### src/hw/tea_pkg.sv
package tea_pkg;

  // Register byte offsets on the memory-mapped port
  localparam logic [11:0] CONTROL_OFFSET = 12'h020;
  localparam logic [11:0] ACK_OFFSET     = 12'h024;

  // Field positions shared by the control and acknowledge registers
  localparam int TRANSLATION_ENABLE_BIT = 0;
  localparam int PAGE_REQ_QUEUE_BIT     = 1;
  localparam int EVENT_QUEUE_BIT        = 2;
  localparam int COMMAND_QUEUE_BIT      = 3;
  localparam int TRANSLATED_CHECK_BIT   = 4;
  localparam int WILDCARD_LSB           = 6;
  localparam int WILDCARD_W             = 3;

  // Reset values
  localparam logic [31:0] CONTROL_RESET  = 32'h0000_0000;
  localparam logic        BIT_RESET      = 1'h0;
  localparam logic [2:0]  WILDCARD_RESET = 3'h0;

  // Identifier-wildcard codes
  localparam logic [2:0] WILDCARD_EXACT = 3'h0;
  localparam logic [2:0] WILDCARD_MAX   = 3'h4;

  // Translated-traffic check modes
  localparam logic CHECK_FAST = 1'h0;
  localparam logic CHECK_SAFE = 1'h1;

  // Incoming transaction kinds
  localparam int KIND_W = 3;
  localparam logic [2:0] KIND_NORMAL       = 3'h0;
  localparam logic [2:0] KIND_ATS_REQUEST  = 3'h1;
  localparam logic [2:0] KIND_ATS_TRANSL   = 3'h2;
  localparam logic [2:0] KIND_PAGE_REQUEST = 3'h3;
  localparam logic [2:0] KIND_INVAL_DONE   = 3'h4;

  // Decision given to each transaction
  localparam int ACTION_W = 3;
  localparam logic [2:0] ACT_TRANSLATE   = 3'h0;
  localparam logic [2:0] ACT_BYPASS      = 3'h1;
  localparam logic [2:0] ACT_ABORT       = 3'h2;
  localparam logic [2:0] ACT_UNSUPPORTED = 3'h3;
  localparam logic [2:0] ACT_DISCARD     = 3'h4;
  localparam logic [2:0] ACT_OTHER_SIDE  = 3'h5;

endpackage : tea_pkg

### src/hw/tea_translation_enable_ack.sv
// Overview of operation
// - Disabled, no abort: bypass with global attributes
// - Disabled with abort setting: abort transactions
// - Disabled: translation requests get unsupported status
// - Disabled: ignore cache-invalidate, page-response, completions
// - Disabled: page-request queue off, drop requests
// - Disabled: abort translated transactions
// - Disabled: no stream-table fetches, ignore base
// - Disabled: no cache inserts, invalidation still allowed
// - Disabled: no prefetch, table updates, speculative flags
// - Disabled: no translation events, no software translations
// - Command and event queues run independently
// - Enable ack after second control, bypass off, runs clear
// - Disable ack after stalls marked for abort
// - Disable completion releases stall tags
// - Disable ack after software translations finished or faulted
// - After disable, new transactions bypass
// - Each transaction sees one enable value
// - No invalidate on change; other side unaffected
// - Wildcard field encodes 0..4, others exact
// - Check bit: fast zero, safe one
// - Ack exposes queue and translation enable bits
// - Ack mirrors each control field after update
`timescale 1ns/1ps
`default_nettype none

module tea_translation_enable_ack #(
  parameter bit WILDCARD_IMPL = 1'b1,  // Identifier-wildcard field present
  parameter bit CHECK_IMPL    = 1'b1,  // Translated-traffic check present
  parameter bit PAGE_REQ_IMPL = 1'b1,  // Page-request queue present
  parameter int ATTR_W        = 8      // Width of global bypass attributes
) (
  // Clock and reset
  input  wire logic                          i_clock,
  input  wire logic                          i_rst_n,
  // Register port
  input  wire logic                          i_reg_write,
  input  wire logic                          i_reg_read,
  input  wire logic [11:0]                   i_reg_addr,
  input  wire logic [31:0]                   i_reg_wdata,
  output logic [31:0]                        o_reg_rdata,
  output logic                               o_reg_rvalid,
  // Global bypass settings
  input  wire logic                          i_bypass_abort,
  input  wire logic [ATTR_W-1:0]             i_global_bypass_attributes,
  // Incoming transactions
  input  wire logic                          i_txn_valid,
  input  wire logic [tea_pkg::KIND_W-1:0]    i_txn_kind,
  input  wire logic                          i_txn_secure,
  input  wire logic                          i_txn_has_sub_context_index,
  output logic                               o_txn_valid,
  output logic [tea_pkg::ACTION_W-1:0]       o_txn_action,
  output logic [ATTR_W-1:0]                  o_txn_attrs,
  // Enable-transition handshakes with the translation engine
  input  wire logic                          i_second_control_applied,
  input  wire logic                          i_software_translation_running,
  input  wire logic                          i_software_translation_results_written,
  input  wire logic                          i_stalls_marked,
  output logic                               o_mark_stalls_abort,
  output logic                               o_software_translation_terminate,
  output logic                               o_stall_tag_release,
  // Per-field update handshakes
  input  wire logic                          i_command_queue_applied,
  input  wire logic                          i_event_queue_applied,
  input  wire logic                          i_page_request_queue_applied,
  input  wire logic                          i_wildcard_applied,
  input  wire logic                          i_check_applied,
  // Gates for the translation engine
  output logic                               o_translation_active,
  output logic                               o_stream_table_fetch_en,
  output logic                               o_cache_fill_en,
  output logic                               o_cache_invalidate_en,
  output logic                               o_prefetch_en,
  output logic                               o_hardware_table_entry_update_en,
  output logic                               o_access_flag_speculative_en,
  output logic                               o_translation_event_en,
  output logic                               o_software_translation_accept,
  output logic                               o_endpoint_cache_invalidate_command_en,
  output logic                               o_page_response_command_en,
  output logic                               o_stall_allowed,
  // Queue and mode controls
  output logic                               o_command_queue_enable,
  output logic                               o_event_queue_enable,
  output logic                               o_page_request_queue_effective,
  output logic [tea_pkg::WILDCARD_W-1:0]     o_identifier_wildcard,
  output logic                               o_translated_traffic_check
);

  ////////////////////////////////////////////////////////////////////////
  // Elaboration checks
  if (ATTR_W < 1 || ATTR_W > 32) begin : g_bad_attr
    $error("ATTR_W must lie between 1 and 32");
  end

  // Reserved wildcard codes behave as exact match
  function automatic logic [2:0] wildcard_decode(input logic [2:0] code);
    wildcard_decode = (code > tea_pkg::WILDCARD_MAX) ? tea_pkg::WILDCARD_EXACT : code;
  endfunction : wildcard_decode

  ////////////////////////////////////////////////////////////////////////
  // Enable sequencer states
  typedef enum logic [2:0] {
    TEA_IDLE,
    TEA_EN_WAIT,
    TEA_DIS_MARK,
    TEA_DIS_TERM,
    TEA_DIS_RELEASE
  } tea_seq_e;

  tea_seq_e    state;            // Sequencer state
  tea_seq_e    next_state;       // Sequencer next state
  logic [31:0] control;          // Written control word, read back with absent and reserved bits cleared
  logic        effective_en;     // Enable value transactions actually see
  logic        next_effective_en;
  logic        ack_en;           // Acknowledged translation enable
  logic        next_ack_en;

  // Mirror outputs
  logic        ack_cmdq;
  logic        ack_evtq;
  logic        ack_priq;
  logic [2:0]  ack_wild;
  logic        ack_check;
  logic        unused_cmdq_req;
  logic        unused_evtq_req;
  logic        unused_priq_req;
  logic        unused_wild_req;
  logic        unused_check_req;
  logic        unused_cmdq_tgt;
  logic        unused_evtq_tgt;
  logic        unused_priq_tgt;
  logic [2:0]  unused_wild_tgt;
  logic        unused_check_tgt;

  ////////////////////////////////////////////////////////////////////////
  // Register decode
  wire hit_control = (i_reg_addr == tea_pkg::CONTROL_OFFSET);
  wire hit_ack     = (i_reg_addr == tea_pkg::ACK_OFFSET);
  wire ctrl_write  = i_reg_write && hit_control;

  // Written values per field
  wire       wr_en    = i_reg_wdata[tea_pkg::TRANSLATION_ENABLE_BIT];
  wire       wr_cmdq  = i_reg_wdata[tea_pkg::COMMAND_QUEUE_BIT];
  wire       wr_evtq  = i_reg_wdata[tea_pkg::EVENT_QUEUE_BIT];
  wire       wr_priq  = i_reg_wdata[tea_pkg::PAGE_REQ_QUEUE_BIT] & PAGE_REQ_IMPL;
  wire       wr_check = i_reg_wdata[tea_pkg::TRANSLATED_CHECK_BIT] & CHECK_IMPL;
  wire [2:0] wr_wild  = i_reg_wdata[tea_pkg::WILDCARD_LSB +: tea_pkg::WILDCARD_W] & {3{WILDCARD_IMPL}};

  // Control word keeps only implemented fields
  wire [31:0] ctrl_mask = (32'h1 << tea_pkg::TRANSLATION_ENABLE_BIT)
                        | (32'h1 << tea_pkg::EVENT_QUEUE_BIT)
                        | (32'h1 << tea_pkg::COMMAND_QUEUE_BIT)
                        | ({31'h0, PAGE_REQ_IMPL} << tea_pkg::PAGE_REQ_QUEUE_BIT)
                        | ({31'h0, CHECK_IMPL} << tea_pkg::TRANSLATED_CHECK_BIT)
                        | ({29'h0, {3{WILDCARD_IMPL}}} << tea_pkg::WILDCARD_LSB);

  // Acknowledge word; reserved and absent fields read zero
  wire [31:0] ack_word = ({31'h0, ack_en}    << tea_pkg::TRANSLATION_ENABLE_BIT)
                       | ({31'h0, ack_priq}  << tea_pkg::PAGE_REQ_QUEUE_BIT)
                       | ({31'h0, ack_evtq}  << tea_pkg::EVENT_QUEUE_BIT)
                       | ({31'h0, ack_cmdq}  << tea_pkg::COMMAND_QUEUE_BIT)
                       | ({31'h0, ack_check} << tea_pkg::TRANSLATED_CHECK_BIT)
                       | ({29'h0, ack_wild}  << tea_pkg::WILDCARD_LSB);

  // Unmapped offsets read zero
  wire [31:0] read_mux = hit_control ? control : (hit_ack ? ack_word : 32'h0);

  ////////////////////////////////////////////////////////////////////////
  // Control register; written value is visible before update completes
  always_ff @(posedge i_clock or negedge i_rst_n) begin
    if (!i_rst_n) begin
      control <= tea_pkg::CONTROL_RESET;
    end else if (ctrl_write) begin
      control <= i_reg_wdata & ctrl_mask;
    end
  end

  // Read data one cycle after the strobe; reads change no state
  always_ff @(posedge i_clock or negedge i_rst_n) begin
    if (!i_rst_n) begin
      o_reg_rdata  <= 32'h0;
      o_reg_rvalid <= 1'b0;
    end else begin
      o_reg_rvalid <= i_reg_read;
      o_reg_rdata  <= i_reg_read ? read_mux : o_reg_rdata;
    end
  end

  ////////////////////////////////////////////////////////////////////////
  // Mirrors of the independent fields
  tea_field_mirror #(.W(1)) u_cmdq (
    .i_clock      (i_clock),
    .i_rst_n      (i_rst_n),
    .i_write      (ctrl_write),
    .i_value      (wr_cmdq),
    .i_applied    (i_command_queue_applied),
    .o_update_req (unused_cmdq_req),
    .o_target     (unused_cmdq_tgt),
    .o_ack        (ack_cmdq)
  );

  tea_field_mirror #(.W(1)) u_evtq (
    .i_clock      (i_clock),
    .i_rst_n      (i_rst_n),
    .i_write      (ctrl_write),
    .i_value      (wr_evtq),
    .i_applied    (i_event_queue_applied),
    .o_update_req (unused_evtq_req),
    .o_target     (unused_evtq_tgt),
    .o_ack        (ack_evtq)
  );

  // Mirror follows the written field, not the effective value
  tea_field_mirror #(.W(1)) u_priq (
    .i_clock      (i_clock),
    .i_rst_n      (i_rst_n),
    .i_write      (ctrl_write),
    .i_value      (wr_priq),
    .i_applied    (i_page_request_queue_applied),
    .o_update_req (unused_priq_req),
    .o_target     (unused_priq_tgt),
    .o_ack        (ack_priq)
  );

  tea_field_mirror #(.W(3)) u_wild (
    .i_clock      (i_clock),
    .i_rst_n      (i_rst_n),
    .i_write      (ctrl_write),
    .i_value      (wr_wild),
    .i_applied    (i_wildcard_applied),
    .o_update_req (unused_wild_req),
    .o_target     (unused_wild_tgt),
    .o_ack        (ack_wild)
  );

  tea_field_mirror #(.W(1)) u_check (
    .i_clock      (i_clock),
    .i_rst_n      (i_rst_n),
    .i_write      (ctrl_write),
    .i_value      (wr_check),
    .i_applied    (i_check_applied),
    .o_update_req (unused_check_req),
    .o_target     (unused_check_tgt),
    .o_ack        (ack_check)
  );

  ////////////////////////////////////////////////////////////////////////
  // Translation enable sequencer
  // A write to the enable while a transition runs is ignored: first value wins
  wire en_change = ctrl_write && (state == TEA_IDLE) && (wr_en != ack_en);

  always_comb begin
    next_state        = state;
    next_effective_en = effective_en;
    next_ack_en       = ack_en;
    case (state)
      TEA_IDLE: begin
        if (en_change && wr_en) begin
          next_state = TEA_EN_WAIT;
        end else if (en_change) begin
          // New transactions bypass and cannot stall from here on
          next_effective_en = 1'b0;
          next_state        = TEA_DIS_MARK;
        end
      end
      TEA_EN_WAIT: begin
        // Second control applied and no software run flag set
        if (i_second_control_applied && !i_software_translation_running) begin
          next_effective_en = 1'b1;
          next_ack_en       = 1'b1;
          next_state        = TEA_IDLE;
        end
      end
      TEA_DIS_MARK: begin
        // Wait until every stalled transaction is marked for abort
        if (i_stalls_marked) begin
          next_state = TEA_DIS_TERM;
        end
      end
      TEA_DIS_TERM: begin
        // Software translations faulted, flags clear, results stored
        if (!i_software_translation_running && i_software_translation_results_written) begin
          next_state = TEA_DIS_RELEASE;
        end
      end
      TEA_DIS_RELEASE: begin
        // Stall tags released in this state; the ack clears one cycle later
        next_ack_en = 1'b0;
        next_state  = TEA_IDLE;
      end
      default: begin
        next_state = TEA_IDLE;
      end
    endcase
  end

  // Sequencer registers
  always_ff @(posedge i_clock or negedge i_rst_n) begin
    if (!i_rst_n) begin
      state        <= TEA_IDLE;
      effective_en <= tea_pkg::BIT_RESET;
      ack_en       <= tea_pkg::BIT_RESET;
    end else begin
      state        <= next_state;
      effective_en <= next_effective_en;
      ack_en       <= next_ack_en;
    end
  end

  // Handshake requests to the translation engine
  assign o_mark_stalls_abort             = (state == TEA_DIS_MARK);
  assign o_software_translation_terminate = (state == TEA_DIS_TERM);
  assign o_stall_tag_release             = (state == TEA_DIS_RELEASE);

  ////////////////////////////////////////////////////////////////////////
  // Gates on table and cache activity; enable flips flush nothing
  assign o_translation_active             = effective_en;
  assign o_stream_table_fetch_en          = effective_en;
  assign o_cache_fill_en                  = effective_en;
  assign o_cache_invalidate_en            = 1'b1;
  assign o_prefetch_en                    = effective_en;
  assign o_hardware_table_entry_update_en = effective_en;
  assign o_access_flag_speculative_en     = effective_en;
  assign o_translation_event_en           = effective_en;
  assign o_software_translation_accept    = effective_en;
  assign o_endpoint_cache_invalidate_command_en = effective_en;
  assign o_page_response_command_en       = effective_en;
  assign o_stall_allowed                  = effective_en;

  // Queue controls follow their own acknowledged fields; page-request queue is also gated by the enable
  assign o_command_queue_enable          = ack_cmdq;
  assign o_event_queue_enable            = ack_evtq;
  assign o_page_request_queue_effective  = ack_priq & effective_en;
  assign o_identifier_wildcard           = wildcard_decode(ack_wild);
  assign o_translated_traffic_check      = ack_check;

  ////////////////////////////////////////////////////////////////////////
  // Transaction decision
  logic [2:0] next_action;  // Decision for the incoming transaction

  // The sub-context index changes nothing while bypassing
  wire unused_sub_ctx = i_txn_has_sub_context_index;

  always_comb begin
    next_action = tea_pkg::ACT_TRANSLATE;
    if (i_txn_secure) begin
      // Other interface's traffic is not judged here
      next_action = tea_pkg::ACT_OTHER_SIDE;
    end else if (effective_en) begin
      next_action = tea_pkg::ACT_TRANSLATE;
    end else begin
      case (i_txn_kind)
        tea_pkg::KIND_ATS_REQUEST:  next_action = tea_pkg::ACT_UNSUPPORTED;
        tea_pkg::KIND_ATS_TRANSL:   next_action = tea_pkg::ACT_ABORT;
        tea_pkg::KIND_PAGE_REQUEST: next_action = tea_pkg::ACT_DISCARD;
        tea_pkg::KIND_INVAL_DONE:   next_action = tea_pkg::ACT_DISCARD;
        default: begin
          // Abort setting chooses between abort and bypass
          next_action = i_bypass_abort ? tea_pkg::ACT_ABORT : tea_pkg::ACT_BYPASS;
        end
      endcase
    end
  end

  // One registered decision per transaction: a single enable sample, in
  // arrival order, so ordering through this stage is preserved
  always_ff @(posedge i_clock or negedge i_rst_n) begin
    if (!i_rst_n) begin
      o_txn_valid  <= 1'b0;
      o_txn_action <= tea_pkg::ACT_TRANSLATE;
      o_txn_attrs  <= '0;
    end else begin
      o_txn_valid <= i_txn_valid;
      if (i_txn_valid) begin
        o_txn_action <= next_action;
        o_txn_attrs  <= i_global_bypass_attributes;
      end
    end
  end

endmodule : tea_translation_enable_ack

`default_nettype wire

### src/hw/tea_field_mirror.sv
`timescale 1ns/1ps
`default_nettype none

// One acknowledge mirror: latches a new control value, asks the consumer
// to apply it and copies it into the acknowledge field once applied.
module tea_field_mirror #(
  parameter int W = 1
) (
  // Clock and reset
  input  wire logic         i_clock,
  input  wire logic         i_rst_n,
  // Control field side
  input  wire logic         i_write,
  input  wire logic [W-1:0] i_value,
  // Consumer handshake
  input  wire logic         i_applied,
  output logic              o_update_req,
  output logic [W-1:0]      o_target,
  // Acknowledge field
  output logic [W-1:0]      o_ack
);

  logic pending;  // Update in progress

  // A change while pending is ignored: the first value completes
  wire start = i_write && !pending && (i_value != o_ack);

  assign o_update_req = pending;

  ////////////////////////////////////////////////////////////////////////
  // Update tracking
  always_ff @(posedge i_clock or negedge i_rst_n) begin
    if (!i_rst_n) begin
      pending  <= 1'b0;
      o_target <= '0;
      o_ack    <= '0;
    end else if (start) begin
      pending  <= 1'b1;
      o_target <= i_value;
    end else if (pending && i_applied) begin
      // Mirror takes the written value on completion
      pending <= 1'b0;
      o_ack   <= o_target;
    end
  end

endmodule : tea_field_mirror

`default_nettype wire

### config.mk
export PLATFORM = sky130hd
export DESIGN_NAME = tea_translation_enable_ack
export DESIGN_NICKNAME = d
export VERILOG_FILES = /design/src/hw/tea_pkg.sv /design/src/hw/tea_translation_enable_ack.sv /design/src/hw/tea_field_mirror.sv
export SDC_FILE = /design/constraint.sdc
export NUM_CORES = 1
export LEC_CHECK = 0
export ABC_CLOCK_PERIOD_IN_PS = 3700
export CORE_ASPECT_RATIO = 0.9
export CORE_UTILIZATION = 63
export DETAILED_ROUTE_END_ITERATION = 8
export DONT_BUFFER_PORTS = 1
export GPL_ROUTABILITY_DRIVEN = 0
export PLACE_DENSITY = 0.78
export SYNTH_ARGS = -nofsm -noshare
export SYNTH_HDL_FRONTEND = slang
export SYNTH_SLANG_ARGS = --single-unit
### constraint.sdc
create_clock -name i_clock -period 3.7 [get_ports i_clock]
set_clock_uncertainty 0.2 [all_clocks]
set_input_delay 0.555 -clock i_clock [delete_from_list [all_inputs] [get_ports i_clock]]
set_output_delay 0.555 -clock i_clock [all_outputs]
set_load 0.005 [all_outputs]
Word level (Yosys, flattened, before mapping)
Index checks and enable logic that the tools add are counted.
Widths: inputs -> output; s select.
- flip-flop bits (word level): 77
- input port bits: 72
- order comparisons: 1
- equal/unequal tests: 22
- mux-type cells: 28
- bitwise logic cells: 11
- reduce and logical (&&, ||, !) cells: 44
- operators with widths (cell ; count):
    $eq 12x6->1 const B ; 2
    $mux 3 ; 8
    $logic_and 1x1->1 ; 21
    $mux 9 ; 2
    $reduce_bool 2->1 ; 7
    $mux 1 ; 13
    $eq 3x2->1 const B ; 4
    $pmux 3 s4 ; 1
    $reduce_and 2->1 ; 6
    $or 5x9->9 ; 1
    $pmux 3 s3 ; 1
    $ne 2x2->1 const B ; 4
    $reduce_and 4->1 ; 2
    $eq 3x1->1 const B ; 2
    $eq 3x3->1 const B ; 2
    $logic_not 1->1 ; 6
    $ne 1x1->1 ; 5
    $not 1->1 ; 5
    $or 4x5->5 ; 1
    $or 3x4->4 ; 1
    $pmux 1 s2 ; 2
    $gt 3x3->1 const B ; 1
    $logic_not 3->1 ; 1
    $ne 3x2->1 const B ; 1
    7 further kinds ; 7

Longest topological paths before layout
- depth in word-level cells: 7
- depth in mapped cells: 7
- gate-level depth less buffers: 4

By module
A second synthesis with hierarchy kept.
- cell total of the unflattened synthesis: 259
- area total of the unflattened synthesis: 2778.9 um^2
- modules (own cells, without submodules) (module ; instances ; cells each ; area each (um^2)):
    tea_translation_enable_ack ; 1 ; 190 ; 1935.6
    tea_field_mirror (u_check ...) ; 4 ; 12 ; 135.1
    tea_field_mirror (u_wild) ; 1 ; 21 ; 302.8

Least setup slack after synthesis
Ideal clock, no wire load.
- kind: input-to-reg
- start: input i_reg_addr[9]
- end: register u_wild.o_target[0]
- library setup time: 0.125 ns
- data arrival time: 1.616 ns
- data required time: 3.375 ns
- slack: 1.759 ns
- stages: 4
- buffers on the path: 0
- cells stage by stage: nor4_4 -> and3_1 -> and4b_4 -> mux2_4
- longest elaborated chain between the ends: 4
- RTL lines (element ; RTL line ; RTL):
    start, declared ; tea_translation_enable_ack.sv:39 ; input wire logic [11:0] i_reg_addr,
    $eq 12x6->1 ; tea_translation_enable_ack.sv:137 ; wire hit_control = (i_reg_addr == tea_pkg::CONTROL_OFFSET);
    $logic_and 1x1->1 ; tea_translation_enable_ack.sv:139 ; wire ctrl_write = i_reg_write && hit_control;
    $logic_and 1x1->1 (2 in series) ; tea_field_mirror.sv:26 ; wire start = i_write && !pending && (i_value != o_ack);
    end signal, assigned ; tea_field_mirror.sv:39 ; o_target <= i_value;
    end, declared ; tea_field_mirror.sv:18 ; output logic [W-1:0] o_target,
Every way passes these cells.
A chain may end at the register's enable or synchronous reset.

Worst setup path in the final report
- start: register effective_en, in the netlist o_access_flag_speculative_en
- end: output o_page_request_queue_effective
- longest elaborated chain between the ends: 1
- RTL lines (element ; RTL line ; RTL):
    start, declared ; tea_translation_enable_ack.sv:113 ; logic effective_en;
    start signal, assigned ; tea_translation_enable_ack.sv:301 ; effective_en <= tea_pkg::BIT_RESET;
    start signal, assigned ; tea_translation_enable_ack.sv:305 ; effective_en <= next_effective_en;
    $and 1x1->1 ; tea_translation_enable_ack.sv:333 ; assign o_page_request_queue_effective = ack_priq & effective_en;
    end, declared ; tea_translation_enable_ack.sv:84 ; output logic o_page_request_queue_effective,
Every way passes these cells.

==> results <==
- The post-route netlist has 13.4% of its cells at a drive strength greater than 1.
- 0 antenna diodes ended up in the layout.
- The buffers plus inverters on the worst setup path is 0.
- The post-CTS setup buffer count is 0.
- For this block, the via count after detailed routing is about 1700.
- The maximum clock path buffer count is 2.
- The final setup violation count is 0.
- The first detailed-routing pass took 6 iterations.
- Yosys printed 0 warnings.
- The via count normalized by instance count is ~5.6.
- For this run, the register share of the synthesized area comes to 48.7%.
- The top flip-flop cell by instance count after synthesis is sky130_fd_sc_hd__dfrtp_1.
- After clock tree synthesis, the clock-pin slew on the worst setup and hold paths is 0.10 ns.
- The average cell area after synthesis is 10.4 sq um.
- From synthesis to final layout, the design area changed by -0.689%.
- Broken down by cell family, the worst path's largest delay share belongs to flip-flops.
- The die is 71.3 um wide.
- The worst hold path passes through 0 cells.
- The number of hold violations in the final report was 0.
- Global routing finished with a remaining overflow of 0.
- Measured against its own limit, the worst slew margin works out to 57.6%.
- Subtracting the final worst setup slack from the clock period gives 2.05 ns.
- The post-synthesis register bit count is 53.
- Net switching is 24.2% of the power.
- The first-pass GRT wire length is 7.48 mm.
- The highest-delay cell along the critical path is sky130_fd_sc_hd__dfrtp_1.
- The run finished, with violations left.
- The finished cells cover about 2700 sq um.
- In this run the number of cells on the critical path is 1.
- The design internal power is 759 uW.
- Counting flops with a built-in enable in the synthesized netlist gives 0.
- The number of buffers created by CTS is 5.
- Across the run, the number of max-cap violations was 0.
- Of the total power, registers draw approximately three fifths.
- The worst-case IR drop observed on VDD is 332 uV.
- In the final routed layout, each cell accounts on average for 15.3 um.
- The number of distinct library cells after synthesis is 40.
- The root buffer cell chosen for the clock tree is sky130_fd_sc_hd__clkbuf_8.
- The startpoint type of the worst setup path is a flop.
- The routed design has 4.61 mm of wire.
- The placeable core region is 4100 sq um.
- For this run, asynchronously set or reset flops after synthesis account for 100%.
- The clock net in this run drives a total of between 50 and 60 sinks.
- Hold is met by 0.0686 ns.
- Adding up every negative setup slack in the final design gives 0 ns.
- The power per unit of standard cell area is 371 nW/um^2.
- The checks that failed: design-rule violations.
- The remaining number of nets flagged by the antenna check after routing is 0.
- The later-pin clock latency in the skew report is ~0.30 ns.
- The die is 64.4 um tall.
- The site row count is 22.
- The maximum number of pins on one net before global-route repair is 54.
- The capturing element type of the critical path is an output pin.
- The number of antenna violations at the first check in global routing is 0.
- The number of ports placed on the die boundary is between 100 and 150.
- Combinational cells account for 5.7% of the total power.
- The critical path class is flop to output pin.
- Global routing consumed, over all layers together, 21.2% of the routing resources.
- The largest total area in the synthesized netlist belongs to sky130_fd_sc_hd__dfrtp_1.
- The path type of the worst min-delay path is input port to flop.
- After detailed routing, the number of remaining DRC violations is 8.
- Dividing the final minimum period by the clock period gives 55.4%.
- The number of slew-limit violations in the final report came to 0.
- The number of port buffers is 0.
- The largest fanout on the critical path is 15.
- Sorting the synthesized cells by area gives the leading types as sky130_fd_sc_hd__dfrtp_1 49%, sky130_fd_sc_hd__buf_4 10%, sky130_fd_sc_hd__mux2_2 6.2%, sky130_fd_sc_hd__nand2_1 4.7%, sky130_fd_sc_hd__mux2i_1 2.9%.
- TritonCTS built the clock tree.
- At the worst endpoint, the arrival time is 1.29 ns.
- The number of standard cells after synthesis is 262.
- The via count of the first global-routing pass was 1595.
- The largest stage delay on the critical path is ~0.76 ns.
- After detailed placement, the total cell area comes to 2570 sq um.
- The actual slew at the worst max-slew pin is 0.636 ns.
- The share of power burned in the clock network is between 30 and 40%.
- The top cell type by area accounts for around 50% of the synthesized area.
- Summed over all cells, the static leakage comes to 1.27 nW.
- The maximum level of the CTS H-tree is 2.
- The effective utilization at floorplan is 66.4%.
- Setup repair after global routing left no endpoint under its margin.
- The power spent charging and discharging nets is ~240 uW.
- The die covers 4590 sq um.
- Detailed placement finished with a half-perimeter wire length of 3.40 mm.
- Based on the critical path, the design can be clocked at up to between 400 and 500 MHz.
- The depth of the most critical reg-to-reg path is 4.
- For the worst setup path, the data required time is ~2.9 ns.
- The count of routing violations after the opening detailed-route iteration is 97.
- Traced cell by cell, the critical path runs through and2_1.
- The final net count is 325.
- Summing every instance area after synthesis gives roughly 2700 sq um.
[sequential cells by signal, indices dropped and copies added (netlist names), 3 cells and up]
signal,cells
control,8
o_reg_rdata,8
o_txn_action,3
o_txn_attrs,8
state,3
u_wild.o_ack,3
u_wild.o_target,3
[final cells by class]
cell class / count / area (sq um)
well taps: 48 / 60.1
clock buffers: 5 / 68.8
multi-input cells: 171 / 1110
repair buffers: 3 / 45.0
flip-flops and latches: 53 / 1330
fillers: 342 / 1400
clock inverters: 3 / 26.3
inverters: 19 / 71.3
[Yosys cell counts, drive strengths merged, types with 2 or more instances]
library cell  number
nor4               2
a31oi              7
nor3b              3
clkbuf             2
and3               2
nor2b              7
dfrtp             53
o31ai              5
conb               2
nand3              2
a21oi              8
nand2b             4
o21ai              6
nand4              2
nor3               3
mux2              18
inv               19
buf               40
xor2               4
xnor2              3
nand2             34
mux2i              8
nor2               7
o22ai             11
[cell families (layout without fill, tap and decap cells)]
family,after synthesis,after routing,share of synthesized area (%)
DFF,53,53,48.7
AOI/OAI and AO/OA,44,44,10.4
buffers and inverters,61,30,13.8
and+or+nand+nor,69,69,13.7
other,2,25,0.276
muxes,26,26,10.8
xor gates and xnor gates,7,7,2.25
[layer usage]
layer	track usage, %	share of wire (%)
met1	26.4	43
met2	35.8	48
met3	6.78	8.5
met4	5.25	0.63
met5	0	0
[timing repair]
item | in CTS | in global routing
resized for setup | 0 | 0
hold buffers | 2 | 0
endpoints found under the hold margin | 53 | 0
[layout by cell type, fill, tap and decap left out, drive strengths merged]
cell type    Yosys  routed
nor2b            7       7
mux2            18      18
nor4             2       2
o22a             1       1
and4b            1       1
and3             2       2
a21oi            8       8
o32ai            1       1
nand2           34      34
nor3b            3       3
xor2             4       4
a41oi            1       1
nor2             7       7
buf             40       2
a221o            1       1
dlygate4sd3      0       1
and4             1       1
a21o             1       1
o21ai            6       6
nand4            2       2
inv             19      20
nor3             3       3
nand2b           4       4
a31oi            7       7
o22ai           11      11
clkinv           0       2
a22o             1       1
dfrtp           53      53
xnor2            3       3
clkbuf           2       5
a311oi           1       1
o31ai            5       5
conb             2      25
and2             1       1
nand3            2       2
mux2i            8       8
[worst paths after layout]
kind / startpoint / endpoint / slack (ns)
worst max register to register: u_wild.o_ack[2] / u_wild.o_target[2] / 2.08
worst max-delay path: o_access_flag_speculative_en / o_page_request_queue_effective / 1.65
min in group asynchronous: i_rst_n / u_evtq.o_ack / 0.56
max in group asynchronous: i_rst_n / o_reg_rdata[4] / 2.52
worst min register to register: control[0] / control[0] / 0.27
worst min-delay path: i_txn_valid / o_txn_valid / 0.07
[power by group through the flow]
stage                     registers (mW)  clock network (mW)  logic (mW)
after floorplan                    0.620                   0      0.0888
after global placement             0.626                   0      0.0403
after detailed placement           0.627                   0      0.0416
after CTS                          0.615               0.341      0.0577
after global routing               0.619               0.370      0.0656
final                              0.615               0.330      0.0566
[metrics by stage]
| step | power [mW] | util, % | instances | setup slack [ns] |
|---|---|---|---|---|
| 6_report | 1.00 | 65.9 | 302 | 1.65 |
| 5_1_grt | 1.05 | 65.9 | 302 | 1.54 |
| 4_1_cts | 1.01 | 65.9 | 302 | 1.63 |
| 3_5_place_dp | 0.669 | 62.7 | 292 | 1.55 |
| 3_3_place_gp | 0.667 | 62.7 | 292 | 1.61 |
| 2_1_floorplan | 0.708 | - | 285 | 1.76 |
No activity file was read; power rests on OpenSTA's default activity.
